`src/rtl/subdec_map.svh`:
```
// constants for the subtract-with-borrow and decrement-skip datapath
`ifndef SUBDEC_MAP_SVH
`define SUBDEC_MAP_SVH

`define DATA_W        8
`define OPC_W         2
`define OPC_NONE      2'h0
`define OPC_SBC_ACC   2'h1
`define OPC_SBC_MEM   2'h2
`define OPC_DEC_SKIP  2'h3
`define DATA_ZERO     8'h00
`define DATA_ONE      8'h01
`define ST_IDLE       2'h0
`define ST_RESULT     2'h1
`define ST_DUMMY      2'h3

`endif

```
`src/rtl/subdec_pkg.sv`:
```
// types shared by the subtract-with-borrow and decrement-skip datapath
`include "subdec_map.svh"

package subdec_pkg;

   typedef logic [`DATA_W-1:0] byte_t;

   typedef enum logic [1:0] {
      ST_IDLE   = `ST_IDLE,
      ST_RESULT = `ST_RESULT,
      ST_DUMMY  = `ST_DUMMY
   } exec_state_t;

   typedef struct packed {
      exec_state_t state;
      logic        acc_we;
      logic        mem_we;
      logic        flag_we;
      byte_t       acc_out;
      byte_t       mem_out;
      logic        carry;
      logic        zero;
      logic        overflow_flag;
      logic        aux_carry_flag;
      logic        skip;
      logic        dummy;
      logic        done;
   } exec_regs_t;

endpackage

```
`src/rtl/sub_borrow_alu.sv`:
```
// combinational subtract-with-borrow and decrement arithmetic
`timescale 1ns/10ps
`include "subdec_map.svh"

module sub_borrow_alu
   import subdec_pkg::*;
#(
   parameter int W = `DATA_W
) (
   // operands
   input  wire logic [W-1:0] acc,
   input  wire logic [W-1:0] mem,
   input  wire logic         carry_in,
   // subtract results
   output logic      [W-1:0] diff,
   output logic              carry_out,
   output logic              zero,
   output logic              overflow_flag,
   output logic              aux_carry_flag,
   // decrement result
   output logic      [W-1:0] dec
);

   logic [W:0] wide;
   logic [4:0] low;

   always_comb begin
      // carry clear means a borrow was taken
      wide           = {1'b0, acc} - {1'b0, mem} - {{W{1'b0}}, ~carry_in};
      low            = {1'b0, acc[3:0]} - {1'b0, mem[3:0]} - {4'h0, ~carry_in};
      diff           = wide[W-1:0];
      carry_out      = ~wide[W];
      zero           = (wide[W-1:0] == '0);
      overflow_flag  = (acc[W-1] ^ mem[W-1]) & (acc[W-1] ^ wide[W-1]);
      aux_carry_flag = ~low[4];
      dec            = mem - W'(1);
   end

endmodule

```
`src/rtl/sub_borrow_dec_skip.sv`:
```
// execution datapath for subtract-with-borrow and decrement-skip-if-zero
`timescale 1ns/10ps
`include "subdec_map.svh"

module sub_borrow_dec_skip
   import subdec_pkg::*;
#(
   parameter int W = `DATA_W
) (
   // clock and reset
   input  wire logic             CORE_CLK,
   input  wire logic             RST_N,
   // request from sequencer
   input  wire logic             OP_VALID,
   input  wire logic [`OPC_W-1:0] OP_CODE,
   output logic                  OP_READY,
   // operands
   input  wire logic [W-1:0]     ACC_IN,
   input  wire logic [W-1:0]     MEM_IN,
   input  wire logic             CARRY_IN,
   // accumulator write
   output logic                  ACC_WE,
   output logic      [W-1:0]     ACC_OUT,
   // data memory write
   output logic                  MEM_WE,
   output logic      [W-1:0]     MEM_OUT,
   // status flags
   output logic                  FLAG_WE,
   output logic                  C_OUT,
   output logic                  Z_OUT,
   output logic                  OV_OUT,
   output logic                  AC_OUT,
   // sequencing
   output logic                  SKIP,
   output logic                  DUMMY_CYCLE,
   output logic                  DONE
);

   function automatic logic is_sub(input logic [`OPC_W-1:0] op);
      is_sub = (op == `OPC_SBC_ACC) || (op == `OPC_SBC_MEM);
   endfunction

   exec_regs_t r;
   exec_regs_t next_r;

   logic [W-1:0] diff;
   logic [W-1:0] dec;
   logic         c_new;
   logic         z_new;
   logic         ov_new;
   logic         ac_new;
   logic         take;

   sub_borrow_alu #(
      .W(W)
   ) u_alu (
      .acc           (ACC_IN),
      .mem           (MEM_IN),
      .carry_in      (CARRY_IN),
      .diff          (diff),
      .carry_out     (c_new),
      .zero          (z_new),
      .overflow_flag (ov_new),
      .aux_carry_flag(ac_new),
      .dec           (dec)
   );

   assign OP_READY = (r.state == ST_IDLE);
   assign take     = OP_VALID && OP_READY && (OP_CODE != `OPC_NONE);

   always_comb begin
      next_r         = r;
      next_r.acc_we  = 1'b0;
      next_r.mem_we  = 1'b0;
      next_r.flag_we = 1'b0;
      next_r.skip    = 1'b0;
      next_r.dummy   = 1'b0;
      next_r.done    = 1'b0;
      case (r.state)
         ST_IDLE: begin
            if (take) begin
               next_r.state = ST_RESULT;
               next_r.done  = 1'b1;
               if (is_sub(OP_CODE)) begin
                  // both subtract forms update all four flags
                  next_r.flag_we        = 1'b1;
                  next_r.carry          = c_new;
                  next_r.zero           = z_new;
                  next_r.overflow_flag  = ov_new;
                  next_r.aux_carry_flag = ac_new;
               end
               case (OP_CODE)
                  `OPC_SBC_ACC: begin
                     next_r.acc_we  = 1'b1;
                     next_r.acc_out = diff;
                  end
                  `OPC_SBC_MEM: begin
                     next_r.mem_we  = 1'b1;
                     next_r.mem_out = diff;
                  end
                  `OPC_DEC_SKIP: begin
                     next_r.mem_we  = 1'b1;
                     next_r.mem_out = dec;
                     next_r.skip    = (dec == `DATA_ZERO);
                  end
                  default: begin
                     next_r.state = ST_IDLE;
                  end
               endcase
            end
         end
         ST_RESULT: begin
            // a taken skip spends one more cycle on the dummy slot
            if (r.skip) begin
               next_r.state = ST_DUMMY;
               next_r.dummy = 1'b1;
            end else begin
               next_r.state = ST_IDLE;
            end
         end
         ST_DUMMY: begin
            next_r.state = ST_IDLE;
         end
         default: begin
            next_r.state = ST_IDLE;
         end
      endcase
   end

   always_ff @(posedge CORE_CLK) begin
      if (!RST_N) begin
         r.state          <= ST_IDLE;
         r.acc_we         <= 1'b0;
         r.mem_we         <= 1'b0;
         r.flag_we        <= 1'b0;
         r.acc_out        <= `DATA_ZERO;
         r.mem_out        <= `DATA_ZERO;
         r.carry          <= 1'b0;
         r.zero           <= 1'b0;
         r.overflow_flag  <= 1'b0;
         r.aux_carry_flag <= 1'b0;
         r.skip           <= 1'b0;
         r.dummy          <= 1'b0;
         r.done           <= 1'b0;
      end else begin
         r <= next_r;
      end
   end

   assign ACC_WE      = r.acc_we;
   assign ACC_OUT     = r.acc_out;
   assign MEM_WE      = r.mem_we;
   assign MEM_OUT     = r.mem_out;
   assign FLAG_WE     = r.flag_we;
   assign C_OUT       = r.carry;
   assign Z_OUT       = r.zero;
   assign OV_OUT      = r.overflow_flag;
   assign AC_OUT      = r.aux_carry_flag;
   assign SKIP        = r.skip;
   assign DUMMY_CYCLE = r.dummy;
   assign DONE        = r.done;
endmodule

```
`config.mk`:
```
export PLATFORM = sky130hd
export DESIGN_NAME = sub_borrow_dec_skip
export DESIGN_NICKNAME = d
export VERILOG_FILES = /design/src/rtl/subdec_pkg.sv /design/src/rtl/sub_borrow_alu.sv /design/src/rtl/sub_borrow_dec_skip.sv
export VERILOG_INCLUDE_DIRS = /design/src /design/src/rtl
export SDC_FILE = /design/constraint.sdc
export NUM_CORES = 1
export LEC_CHECK = 0
export ABC_AREA = 1
export BUFFER_PORTS_ARGS = -buffer_cell sky130_fd_sc_hd__buf_2
export CORE_MARGIN = 1.5
export CORE_UTILIZATION = 55
export CTS_BUF_LIST = sky130_fd_sc_hd__clkbuf_16
export CTS_CLUSTER_SIZE = 14
export DETAILED_ROUTE_END_ITERATION = 7
export PLACE_DENSITY = 0.82
export SLEW_MARGIN = 10
export SYNTH_ARGS = -nofsm -noshare
export SYNTH_HDL_FRONTEND = slang
export SYNTH_HIERARCHICAL = 1
export SYNTH_SLANG_ARGS = --single-unit
```
`constraint.sdc`:
```
create_clock -name CORE_CLK -period 2.3 [get_ports CORE_CLK]
set_input_delay 0.23 -clock CORE_CLK [delete_from_list [all_inputs] [get_ports CORE_CLK]]
set_output_delay 0.23 -clock CORE_CLK [all_outputs]
set_load 0.02 [all_outputs]
```
==> parameters.txt, run 1 <==
Parameter                              Value

Outcome
  Outcome    finished, final reports clean

Placed design
  Dpl ws    0.1648 ns
  Number of instances in the placed design    415
  Hpwl dp    3.506 mm
  PortBufs    48
  Global placement routability congestion    0.8897

Die
  Area of the die    4409 sq um
  Initial cell density of the core    58.63%
  Ports placed on the boundary    49
  Number of standard-cell rows in the floorplan    22
  Die width    66.40 microns
  DIE HEIGHT    66.40 microns
  Core area    3771 sq um

Final layout
  Post-layout net count    415
  Layout cell share with drive strength beyond 1    20.81%
  Area growth from synthesis to layout    9.904%
  Count of inserted antenna diode cells    0
  Final Non-Filler Cells    418

GRT
  Maximum number of pins on one net before global-route repair    22
  Initial antenna violation count    0
  Vias in the first global route    1725
  GR Util All Layers    21.40%
  First-pass GRT wire length    7.231 mm
  Grt ovf    0

Synthesis
  Syn. warnings    6
  Sequential cell area fraction in the yosys report    25.35%
  Number of synthesized register bits    28
  Syn_nets    383
  Top cells by area, synth    dfxtp_1 25%, nand2_1 15%, inv_1 11%, ha_1 11%, nor2_1 9.8%
  Average cell area after synthesis    6.503 sq um
  Number of distinct library cell variants in the gate-level netlist after synthesis    27
  Post-synthesis cell count    340
  Cell Area, Synth    2211 sq um
  Leading area contributor after synthesis    dfxtp_1
  Fraction of post-synthesis cell area in the top cell type by area    25.35%

CTS
  Clock tree from TritonCTS    built
  Sink count of the clock tree    28
  Root buffer cell    clkbuf_16
  CTS H-tree depth    1
  Longest Clk Path Bufs    2
  Number of buffers added to fix hold violations after cts    0
  Source-to-sink clock delay at the later pin of the worst-skew pair    0.26 ns
  Total of cells resized after clock tree synthesis    0
  Clock slew seen by the registers of the worst setup and hold paths    0.07 ns
  Number of buffers inserted during clock tree synthesis    3
  Buffer count from post-CTS setup fixing    0

Critical path
  Arrival time worst endpoint    2.06 ns
  Flop-to-flop setup slack    1.20 ns
  Crit. End Element    register
  Worst endpoint required time    2.50 ns
  Path type of the worst setup path    primary input to register
  CP startpoint    ACC_IN[0]
  Reg-to-reg critical path endpoint    C_OUT$_SDFFE_PN0P_
  Startpoint Class    primary input
  Largest fanout of any net on the critical path    3
  FF-to-FF path depth    5
  Worst setup path endpoint    Z_OUT$_SDFFE_PN0P_
  Reg2Reg Launch Point    r[27]$_SDFFE_PN0P_

STA
  Final period demand of the worst path    1.859 ns
  Final-layout setup total negative slack    0 ns
  Final critical-path setup slack    0.4410 ns
  Worst slew margin    73.21%
  Tcrit/Tclk final    80.83%
  Unrepaired setup endpoints after global routing    false
  Slew at the pin with the worst max-slew slack    0.4018 ns
  Worst Hold Slack    0.3887 ns
  Final count of negative-setup-slack endpoints    0
  Pins over their slew limit    0
  Highest achievable clock rate    537.9 MHz
  Number of failing hold endpoints at the final stage    0
  Setup skew after layout    0.001371 ns

Detailed routing
  Drt initial violations    116
  Final WL    4.453 mm
  Avg WL per Cell    10.65 microns
  Total via count after detailed routing    1967
  Number of iterations in the first detailed-routing pass    4
  Post-DR vias/cell    4.706
  Post-route DRC    0
  Antenna-violating nets left    0

Run
  Number of maximum-capacitance constraint violations    0

Pwr
  Leak Pwr    1.464 nW
  Power per cell area    576.9 nW/um^2
  Worst voltage drop across the vdd grid    280.2 uV

Worst hold path
  Worst Hold Class    primary input to register
-- layout make-up --
| class | count | area, sq um |
|---|---|---|
| sequential | 28 | 560.5 |
| clock buffer | 3 | 75.07 |
| inverter | 66 | 247.7 |
| fill | 345 | 1341 |
| multi-input combinational | 225 | 1246 |
| tap | 48 | 60.06 |
| timing repair buffer | 48 | 240.2 |
-- placed cells by master, fill, tap and decap left out, drive strengths merged --
cell      n
clkbuf    3
nand3b    3
a21oi     3
nand4     3
fa        2
buf      48
a211oi    1
ha       19
nor3      3
o21ai     5
dfxtp    28
nand3    13
xor2      5
inv      66
nor2     65
nand2   100
xnor2     3
-- cells by family (layout without fill, tap and decap cells) --
family / Yosys count / after routing / synth area share [%]
fa+ha+maj: 21 / 21 / 12.56
simple gates: 187 / 187 / 37.80
flops: 28 / 28 / 25.35
xor+xnor: 8 / 8 / 3.169
buf+inv: 87 / 117 / 18.28
compound gates: 9 / 9 / 2.830
-- cells in the mapped netlist (all sizes together) --
| library cell | number |
|---|---|
| nand3b | 3 |
| nand3 | 13 |
| nor3 | 3 |
| clkbuf | 1 |
| a211oi | 1 |
| inv | 66 |
| a21oi | 3 |
| nand4 | 3 |
| fa | 2 |
| dfxtp | 28 |
| nor2 | 65 |
| buf | 20 |
| o21ai | 5 |
| ha | 19 |
| xnor2 | 3 |
| xor2 | 5 |
| nand2 | 100 |
-- how the worst min path moves through the flow --
stage	startpoint	endpoint	slack, ns	cells after the start
after global placement	ACC_OUT[3]$_SDFFE_PN0P_	ACC_OUT[3]$_SDFFE_PN0P_	0.50	4
after global routing	RST_N	MEM_OUT[0]$_SDFFE_PN0P_	0.42	3
after CTS	RST_N	ACC_OUT[1]$_SDFFE_PN0P_	0.39	3
after detailed placement	MEM_OUT[4]$_SDFFE_PN0P_	MEM_OUT[4]$_SDFFE_PN0P_	0.50	4
final	RST_N	ACC_OUT[1]$_SDFFE_PN0P_	0.39	3
after floorplan	RST_N	ACC_WE$_SDFF_PN0_	0.43	2
-- metal layers --
metal / global-route usage [%] / wire, microns / vias up / part of all wire (%)
met3: 2.896 / 136 / 9 / 3.1
met1: 25.50 / 2030 / 864 / 46
met4: 8.929 / 95 / 0 / 2.1
met2: 38.13 / 2191 / 42 / 49
met5: 0 / 0 / - / 0
li1: - / - / 1052 / -
-- through the flow --
stage               util (%)  instance area, sq um  power [W]
floorplan                  -                  2211  0.0009250
global placement       62.44                  2355   0.001005
detailed placement     62.44                  2355   0.001017
CTS                    64.43                  2430   0.001404
global route           64.43                  2430   0.001493
finish                 64.43                  2430   0.001402
-- critical path, cell delays in order --
cell	delay [ns]
buf_2	0.07
inv_1	0.04
fa_1	0.41
inv_1	0.11
fa_1	0.46
nand3b_1	0.18
nor2_1	0.09
nand3_1	0.08
nor2_2	0.08
nand3_1	0.06
nor2_1	0.09
nor2_1	0.05
nor2_1	0.09
-- flip-flops by register name, indices dropped and copies added, names as in the netlist --
signal,flops
Z_OUT,1
OV_OUT,1
MEM_WE,1
SKIP,1
AC_OUT,1
DONE,1
DUMMY_CYCLE,1
FLAG_WE,1
ACC_WE,1
MEM_OUT,8
ACC_OUT,8
C_OUT,1
r,2
-- power by group --
part	total, W	switching, W	internal (W)
clock	0.000390	0.000160	0.000231
sequential	0.000523	0.0000119	0.000511
combinational	0.000488	0.000317	0.000172
(Power assumes the default switching activity.)
==> run 2, diff against run 1 <==
--- a/config.mk
+++ b/config.mk
@@ -6,10 +6,10 @@
 export SDC_FILE = /design/constraint.sdc
 export NUM_CORES = 1
 export LEC_CHECK = 0
-export ABC_AREA = 1
+export ABC_AREA = 0
 export BUFFER_PORTS_ARGS = -buffer_cell sky130_fd_sc_hd__buf_2
 export CORE_MARGIN = 1.5
-export CORE_UTILIZATION = 55
+export CORE_UTILIZATION = 54
 export CTS_BUF_LIST = sky130_fd_sc_hd__clkbuf_16
 export CTS_CLUSTER_SIZE = 14
 export DETAILED_ROUTE_END_ITERATION = 7
==> constraint.sdc (replaced) <==
create_clock -name CORE_CLK -period 1.92 [get_ports CORE_CLK]
set_input_delay 0.192 -clock CORE_CLK [delete_from_list [all_inputs] [get_ports CORE_CLK]]
set_output_delay 0.192 -clock CORE_CLK [all_outputs]
set_load 0.02 [all_outputs]
==> run 2 against run 1 <==
Compared with the run above:
- the flow now finishes with violations (negative setup slack)
- clock power rose by 18%
- sequential share of layout area fell by 2.0 points
- global-route usage rose by 1.6 points
==> parameters.txt, run 2 <==
Parameter                              Value

Placed design
  Placed cell area    2435 sq um (was 2355 sq um)
  PortBufs    48 (unchanged)
  Hpwl dp    3.460 mm (was 3.506 mm)
  Global placement routability congestion    0.8680 (was 0.8897)

Critical path
  FF-to-FF path depth    4 (was 5)
  CP max stage cell    fa_2 (was fa_1)
  Reg2Reg Launch Point    r[27]$_SDFFE_PN0P_ (unchanged)
  Crit. End Element    register (unchanged)
  Worst endpoint required time    2.11 ns (was 2.50 ns)
  Buffers & Inverters on Critical Path    3 (unchanged)
  Worst stage delay on the critical path    0.58 ns (was 0.46 ns)
  CP startpoint    ACC_IN[0] (unchanged)
  Arrival time worst endpoint    2.26 ns (was 2.06 ns)
  Family with the most delay on the worst path    simple AND/OR/NAND/NOR gates (was adder cells)
  Startpoint Class    primary input (unchanged)
  Total stage count of the critical path    11 (was 13)
  Largest fanout of any net on the critical path    2 (was 3)
  Ordered list of cells on the worst path    buf_6 > inv_4 > fa_2 > inv_2 > ha_4 > xor2_1 > or3_1 > nor3_1 > nor4b_2 > nand2_1 > mux2i_1 (was buf_2 > inv_1 > fa_1 > inv_1 > fa_1 > nand3b_1 > nor2_1 > nand3_1 > nor2_2 > nand3_1 > nor2_1 > nor2_1 > nor2_1)
  Path type of the worst setup path    primary input to register (unchanged)

Synthesis
  Syn. warnings    6 (unchanged)
  Xor/xnor share of the synthesized area    6.894% (was 3.169%)
  Simple-gate share of the synthesized area    19.38% (was 37.80%)
  Fraction of post-synthesis cell area in the top cell type by area    27.83% (was 25.35%)
  Most numerous cell types in the synthesized netlist    29 x inv_1, 28 x dfxtp_1, 20 x nand2_1 (was 89 x nand2_1, 64 x inv_1, 58 x nor2_1)
  Post-Synth Adder-Cell Area    13.79% (was 12.56%)
  Post-synthesis compound-gate area fraction    10.75% (was 2.830%)
  Number of synthesized register bits    28 (unchanged)
  Syn_nets    274 (was 383)
  Ys flop type    dfxtp_1 (unchanged)
  Average cell area after synthesis    8.720 sq um (was 6.503 sq um)
  Share of synthesized registers carrying an async set or reset    0% (unchanged)
  Leading area contributor after synthesis    dfxtp_1 (unchanged)
  Post-synthesis cell count    231 (was 340)
  Number of distinct library cell variants in the gate-level netlist after synthesis    42 (was 27)
  Share of cell area taken by muxes after synthesis    6.708% (was 0%)
  Largest family of logic cells by synthesized area    simple AND/OR/NAND/NOR gates (unchanged)
  Top cells by area, synth    dfxtp_1 28%, ha_1 12%, mux2i_1 6.0%, buf_4 6.0%, inv_1 5.4% (was dfxtp_1 25%, nand2_1 15%, inv_1 11%, ha_1 11%, nor2_1 9.8%)
  Cell Area, Synth    2014 sq um (was 2211 sq um)
  Post-synth EDFFs    0 (unchanged)
  Sequential cell area fraction in the yosys report    27.83% (was 25.35%)
  Dominant cell by count in the synthesized netlist    inv_1 (was nand2_1)

Pwr
  Reg power frac    32.9% (was 37.3%)
  Portion of total power attributed to combinational logic    42.8% (was 34.8%)
  Total power after layout    0.001901 W (was 0.001402 W)
  Worst voltage drop across the vdd grid    357.8 uV (was 280.2 uV)
  Proportion of power drawn by the clock network    24.3% (was 27.8%)
  Leak Pwr    1.404 nW (was 1.464 nW)
  Internal portion of total power    0.001298 W (was 0.0009139 W)
  Power per cell area    714.0 nW/um^2 (was 576.9 nW/um^2)
  Sw frac    31.72% (was 34.81%)
  Net switching power    0.0006030 W (was 0.0004880 W)

Final layout
  Count of inserted antenna diode cells    0 (unchanged)
  Post-route cell area    2663 sq um (was 2430 sq um)
  Area growth from synthesis to layout    32.17% (was 9.904%)
  Area taken by multi-input logic gates    1294 sq um (was 1246 sq um)
  Most common cell after layout, fill and taps aside    buf_2 (was nand2_1)
  Reg area    560.5 sq um (unchanged)
  Layout cell share with drive strength beyond 1    41.16% (was 20.81%)
  Final Util    73.28% (was 64.43%)
  Most frequent cells in the layout    44 x buf_2, 37 x buf_4, 28 x dfxtp_1 (was 89 x nand2_1, 64 x inv_1, 58 x nor2_1)
  Post-layout net count    338 (was 415)
  Number of filler instances in the final layout    265 (was 345)

CTS
  CTS H-tree depth    1 (unchanged)
  Clock slew seen by the registers of the worst setup and hold paths    0.07 ns (about the same)
  Root buffer cell    clkbuf_16 (unchanged)
  Number of buffers added to fix hold violations after cts    0 (unchanged)
  Number of buffers inserted during clock tree synthesis    3 (unchanged)
  Clock tree from TritonCTS    built (unchanged)
  Source-to-sink clock delay at the later pin of the worst-skew pair    0.26 ns (about the same)
  Sink count of the clock tree    28 (unchanged)
  Longest Clk Path Bufs    2 (unchanged)

STA
  Final critical-path setup slack    -0.1572 ns (was 0.4410 ns)
  Pins over their slew limit    0 (unchanged)
  Worst slew margin    58.93% (was 73.21%)
  Final-layout setup total negative slack    -0.4565 ns (was 0 ns)
  Final count of negative-setup-slack endpoints    6 (was 0)
  Highest achievable clock rate    481.4 MHz
  Final period demand of the worst path    2.077 ns
  Worst Hold Slack    0.4108 ns (was 0.3887 ns)
  Tcrit/Tclk final    108.2%
  Setup skew after layout    0.004188 ns (was 0.001371 ns)
  Number of failing hold endpoints at the final stage    0 (unchanged)
  Slew at the pin with the worst max-slew slack    0.6160 ns (was 0.4018 ns)
  Unrepaired setup endpoints after global routing    true (was false)

GRT
  First-pass GRT wire length    7.472 mm (was 7.231 mm)
  Initial antenna violation count    0 (unchanged)
  GR Util All Layers    23.05% (was 21.40%)
  Maximum number of pins on one net before global-route repair    39 (was 22)
  Vias in the first global route    1717 (was 1725)
  Grt ovf    0 (unchanged)

Worst hold path
  Worst Hold Class    primary input to register (unchanged)
  Hold path depth    4 (was 3)
  Origin of the worst min-delay path    OP_VALID (was RST_N)

Die
  Core area    3633 sq um (was 3771 sq um)
  Initial cell density of the core    55.44% (was 58.63%)
  Die width    64.08 microns (was 66.40 microns)
  Number of standard-cell rows in the floorplan    22 (unchanged)
  DIE HEIGHT    64.08 microns (was 66.40 microns)
  Ports placed on the boundary    49 (unchanged)
  Area of the die    4106 sq um (was 4409 sq um)

Run
  Number of maximum-capacitance constraint violations    0 (unchanged)

Outcome
  Outcome    finished with violations (was finished, final reports clean)
  Violations in the final reports    negative setup slack

Detailed routing
  Post-DR vias/cell    5.289 (was 4.706)
  Post-route DRC    0 (unchanged)
  Final WL    4.918 mm (was 4.453 mm)
  Drt initial violations    88 (was 116)
  Antenna-violating nets left    0 (unchanged)
  Total via count after detailed routing    1809 (was 1967)
  Avg WL per Cell    14.38 microns (was 10.65 microns)
  Number of iterations in the first detailed-routing pass    4 (unchanged)
[run 2: cell count changes in the layout (fill, tap and decap cells not counted), moves of 5 or more]
cell,previous run,this run
nor2_1,58,8
nand2_2,11,2
nand2_1,89,19
nand4_1,3,8
buf_4,0,37
inv_1,64,24
o21ai_0,0,6
mux2i_1,0,11
o211a_1,0,8
[run 2: layout make-up]
class | count | share of cell area [%]
Inverter | 29 | 4.182
Clock buffer | 3 | 2.820
Sequential cell | 28 | 21.05
Clock inverter | 1 | 0.1410
Tap cell | 48 | 2.256
Timing Repair Buffer | 86 | 20.96
Multi-Input combinational cell | 147 | 48.59
[run 2: kinds of logic after synthesis]
logic type               after synthesis
AO/OA/AOI/OAI                         29
AND/OR/NAND/NOR                       69
buffers and inverters                 56
XOR/XNOR                              15
adder cells (fa/ha/maj)               21
flip-flops                            28
multiplexers                          13
[run 2: per-stage QoR]
| stage | instances | setup slack (ns) |
|---|---|---|
| 5_1_grt | 342 | -0.2481 |
| 3_5_place_dp | 335 | -0.4381 |
| 3_3_place_gp | 335 | -0.3193 |
| 4_1_cts | 342 | -0.1329 |
| 6_report | 342 | -0.1572 |
| 2_1_floorplan | 231 | -0.1252 |
[run 2: repair_timing]
action | in CTS | in global routing
pin swaps | 9 | 18
endpoints found under the setup margin | 8 | 12
setup buffers | 3 | 2
gates resized for setup | 9 | 24
[run 2: power groups by stage]
| stage | Combinational, W | Sequential (W) | Clock, W |
|---|---|---|---|
| after floorplan | 0.000435 | 0.000645 | 0 |
| final | 0.000813 | 0.000626 | 0.000462 |
| after global routing | 0.000875 | 0.000628 | 0.000490 |
| after CTS | 0.000748 | 0.000625 | 0.000466 |
| after detailed placement | 0.000698 | 0.000638 | 0 |
| after global placement | 0.000679 | 0.000636 | 0 |
[run 2: tightest hold or removal path, delay by kind of cell]
kind	cells	cell delay [ns]
AO/OA/AOI/OAI	1	0.14
AND/OR/NAND/NOR	2	0.22
buffers and inverters	1	0.09
[run 2: layer usage]
| layer | vias to the layer above | wire, microns | track usage [%] |
|---|---|---|---|
| met4 | 0 | 92 | 9.239 |
| li1 | 891 | - | - |
| met3 | 8 | 196 | 3.169 |
| met5 | - | 0 | 0 |
| met2 | 53 | 2622 | 42.32 |
| met1 | 857 | 2007 | 26.63 |
[run 2: final timing paths]
kind                                                end  slack (ns)
worst min register to register  ACC_OUT[5]$_SDFFE_PN0P_        0.45
worst max register to register  ACC_OUT[2]$_SDFFE_PN0P_        0.34
worst min-delay path            MEM_OUT[0]$_SDFFE_PN0P_        0.41
worst max-delay path                 Z_OUT$_SDFFE_PN0P_       -0.16
==> run 3, diff against run 2 <==
--- a/config.mk
+++ b/config.mk
@@ -14,6 +14,7 @@
 export CTS_CLUSTER_SIZE = 14
 export DETAILED_ROUTE_END_ITERATION = 7
 export PLACE_DENSITY = 0.82
+export REMOVE_ABC_BUFFERS = 1
 export SLEW_MARGIN = 10
 export SYNTH_ARGS = -nofsm -noshare
 export SYNTH_HDL_FRONTEND = slang
==> run 3 against run 2 <==
Compared with the run above:
- hold slack worse by 0.029 ns
- cell area is 1.3% lower
- clock-buffer cell count stayed put
- wire length is 10% lower
- non-clock buffer count stayed put
- worst setup slack better by 0.024 ns
- the run still ends with negative setup slack left
- cell count stayed put
- combinational power is 7.1% lower
- sequential share of layout area is 0.28 points higher
- sequential power hardly changed
- highest routed layer unchanged
==> parameters.txt, run 3 (same netlist as run 2, synthesis figures left out) <==
Parameter                              Value

Outcome
  Outcome    finished with violations (unchanged)
  Violations in the final reports    negative setup slack (unchanged)

GRT
  Initial antenna violation count    0 (unchanged)
  First-pass GRT wire length    7.541 mm (was 7.472 mm)
  Vias in the first global route    1773 (was 1717)
  Maximum number of pins on one net before global-route repair    27 (was 39)
  Grt ovf    0 (unchanged)
  GR Util All Layers    22.76% (was 23.05%)

CTS
  Sink count of the clock tree    28 (unchanged)
  Longest Clk Path Bufs    2 (unchanged)
  Clock slew seen by the registers of the worst setup and hold paths    0.07 ns (about the same)
  Clock tree from TritonCTS    built (unchanged)
  Source-to-sink clock delay at the later pin of the worst-skew pair    0.26 ns (about the same)
  Number of buffers added to fix hold violations after cts    0 (unchanged)
  CTS H-tree depth    1 (unchanged)
  Root buffer cell    clkbuf_16 (unchanged)
  Number of buffers inserted during clock tree synthesis    3 (unchanged)

Detailed routing
  Final WL    4.407 mm (was 4.918 mm)
  Antenna-violating nets left    0 (unchanged)
  Total via count after detailed routing    1794 (was 1809)
  Post-DR vias/cell    5.246 (was 5.289)
  Drt initial violations    101 (was 88)
  Post-route DRC    0 (unchanged)
  Avg WL per Cell    12.89 microns (was 14.38 microns)
  Number of iterations in the first detailed-routing pass    4 (unchanged)

Final layout
  Post-layout net count    338 (unchanged)
  Most common cell after layout, fill and taps aside    buf_2 (unchanged)
  Final Non-Filler Cells    342 (unchanged)
  Area growth from synthesis to layout    30.43% (was 32.17%)
  Post-route cell area    2628 sq um (was 2663 sq um)
  Count of inserted antenna diode cells    0 (unchanged)
  Layout cell share with drive strength beyond 1    41.16% (unchanged)
  Final Util    72.31% (was 73.28%)
  Most frequent cells in the layout    47 x buf_2, 38 x buf_4, 28 x dfxtp_1 (was 44 x buf_2, 37 x buf_4, 28 x dfxtp_1)

Pwr
  Total power after layout    0.001840 W (was 0.001901 W)
  Power per cell area    700.1 nW/um^2 (was 714.0 nW/um^2)
  Worst voltage drop across the vdd grid    367.8 uV (was 357.8 uV)
  Leak Pwr    1.393 nW (was 1.404 nW)

STA
  Unrepaired setup endpoints after global routing    true (unchanged)
  Pins over their slew limit    0 (unchanged)
  Setup skew after layout    0.003704 ns (was 0.004188 ns)
  Worst slew margin    72.00% (was 58.93%)
  Highest achievable clock rate    487.1 MHz (was 481.4 MHz)
  Number of failing hold endpoints at the final stage    0 (unchanged)
  Final count of negative-setup-slack endpoints    7 (was 6)
  Final period demand of the worst path    2.053 ns (was 2.077 ns)
  Slew at the pin with the worst max-slew slack    0.4201 ns (was 0.6160 ns)
  Final critical-path setup slack    -0.1329 ns (was -0.1572 ns)
  Worst Hold Slack    0.3823 ns (was 0.4108 ns)
  Tcrit/Tclk final    106.9% (was 108.2%)

Worst hold path
  Hold path depth    2 (was 4)
  Origin of the worst min-delay path    RST_N (was OP_VALID)
  Worst hold path endpoint    MEM_OUT[1]$_SDFFE_PN0P_ (was MEM_OUT[0]$_SDFFE_PN0P_)
  Worst Hold Class    primary input to register (unchanged)

Die
  Core area    3633 sq um (unchanged)
  Number of standard-cell rows in the floorplan    22 (unchanged)
  Area of the die    4106 sq um (unchanged)
  Ports placed on the boundary    49 (unchanged)
  Initial cell density of the core    55.44% (unchanged)
  Die width    64.08 microns (unchanged)
  DIE HEIGHT    64.08 microns (unchanged)

Critical path
  Worst stage delay on the critical path    0.47 ns (was 0.58 ns)
  Flop-to-flop setup slack    0.45 ns (was 0.34 ns)
  Arrival time worst endpoint    2.24 ns (was 2.26 ns)
  Worst endpoint required time    2.11 ns (about the same)
  FF-to-FF path depth    4 (unchanged)
  Crit. End Element    register (unchanged)
  Largest fanout of any net on the critical path    2 (unchanged)
  Reg2Reg Launch Point    r[27]$_SDFFE_PN0P_ (unchanged)
  Reg-to-reg critical path endpoint    ACC_OUT[3]$_SDFFE_PN0P_ (was ACC_OUT[2]$_SDFFE_PN0P_)
  CP max stage cell    a2111o_1 (was fa_2)
  CP startpoint    CARRY_IN (was ACC_IN[0])
  Buffers & Inverters on Critical Path    3 (unchanged)
  Ordered list of cells on the worst path    buf_6 > inv_2 > fa_2 > inv_2 > fa_2 > nand2b_4 > a2111o_1 > a31o_1 > a21oi_2 > xnor2_1 > nand2_1 > mux2i_1 (was buf_6 > inv_4 > fa_2 > inv_2 > ha_4 > xor2_1 > or3_1 > nor3_1 > nor4b_2 > nand2_1 > mux2i_1)
  Startpoint Class    primary input (unchanged)
  Family with the most delay on the worst path    compound AO/OA/AOI/OAI gates (was simple AND/OR/NAND/NOR gates)
  Path type of the worst setup path    primary input to register (unchanged)

Placed design
  Global placement routability congestion    0.8735 (was 0.8680)
  Hpwl dp    3.360 mm (was 3.460 mm)
  PortBufs    48 (unchanged)
  Number of instances in the placed design    336 (was 335)
  Placed cell area    2399 sq um (was 2435 sq um)

Run
  Number of maximum-capacitance constraint violations    0 (unchanged)
-- run 3: timing repair --
item                                    4_1_cts  5_1_grt
endpoints found under the setup margin       11       11
pin swaps                                    11       12
resized for setup                            15       16
buffers inserted                              0        2
-- run 3: worst max path at each step --
| stage | endpoint | slack, ns | depth (start not counted) |
|---|---|---|---|
| 2_1_floorplan | C_OUT$_SDFFE_PN0P_ | -0.21 | 11 |
| 6_report | C_OUT$_SDFFE_PN0P_ | -0.13 | 12 |
| 5_1_grt | Z_OUT$_SDFFE_PN0P_ | -0.23 | 11 |
| 3_5_place_dp | C_OUT$_SDFFE_PN0P_ | -0.46 | 12 |
| 3_3_place_gp | C_OUT$_SDFFE_PN0P_ | -0.41 | 12 |
| 4_1_cts | Z_OUT$_SDFFE_PN0P_ | -0.12 | 11 |
-- run 3: cell type report --
cell class	count	area [sq um]
sequential	28	560.5
clock inverter	1	3.754
multi-input combinational	147	1287
fill	281	1006
tap	48	60.06
inverter	29	108.9
clock buffer	3	75.07
timing repair buffer	86	531.8
-- run 3: report_power, final --
group          total, W  internal, W  switching (W)
Combinational  0.000755     0.000378       0.000377
Clock          0.000460     0.000279       0.000182
Sequential     0.000624     0.000610      0.0000136
-- run 3: per-layer routing --
layer	global-route usage, %	wire [microns]
met1	27.64	1930
met4	5.163	27
met3	2.289	148
met2	42.71	2301
met5	0	0
-- run 3: per-stage QoR --
stage | setup TNS (ns) | setup WS, ns
final | -0.4935 | -0.1329
after global placement | -3.675 | -0.4067
after floorplan | -0.9605 | -0.2081
after CTS | -0.2110 | -0.1170
after global routing | -1.348 | -0.2286
after detailed placement | -4.492 | -0.4635
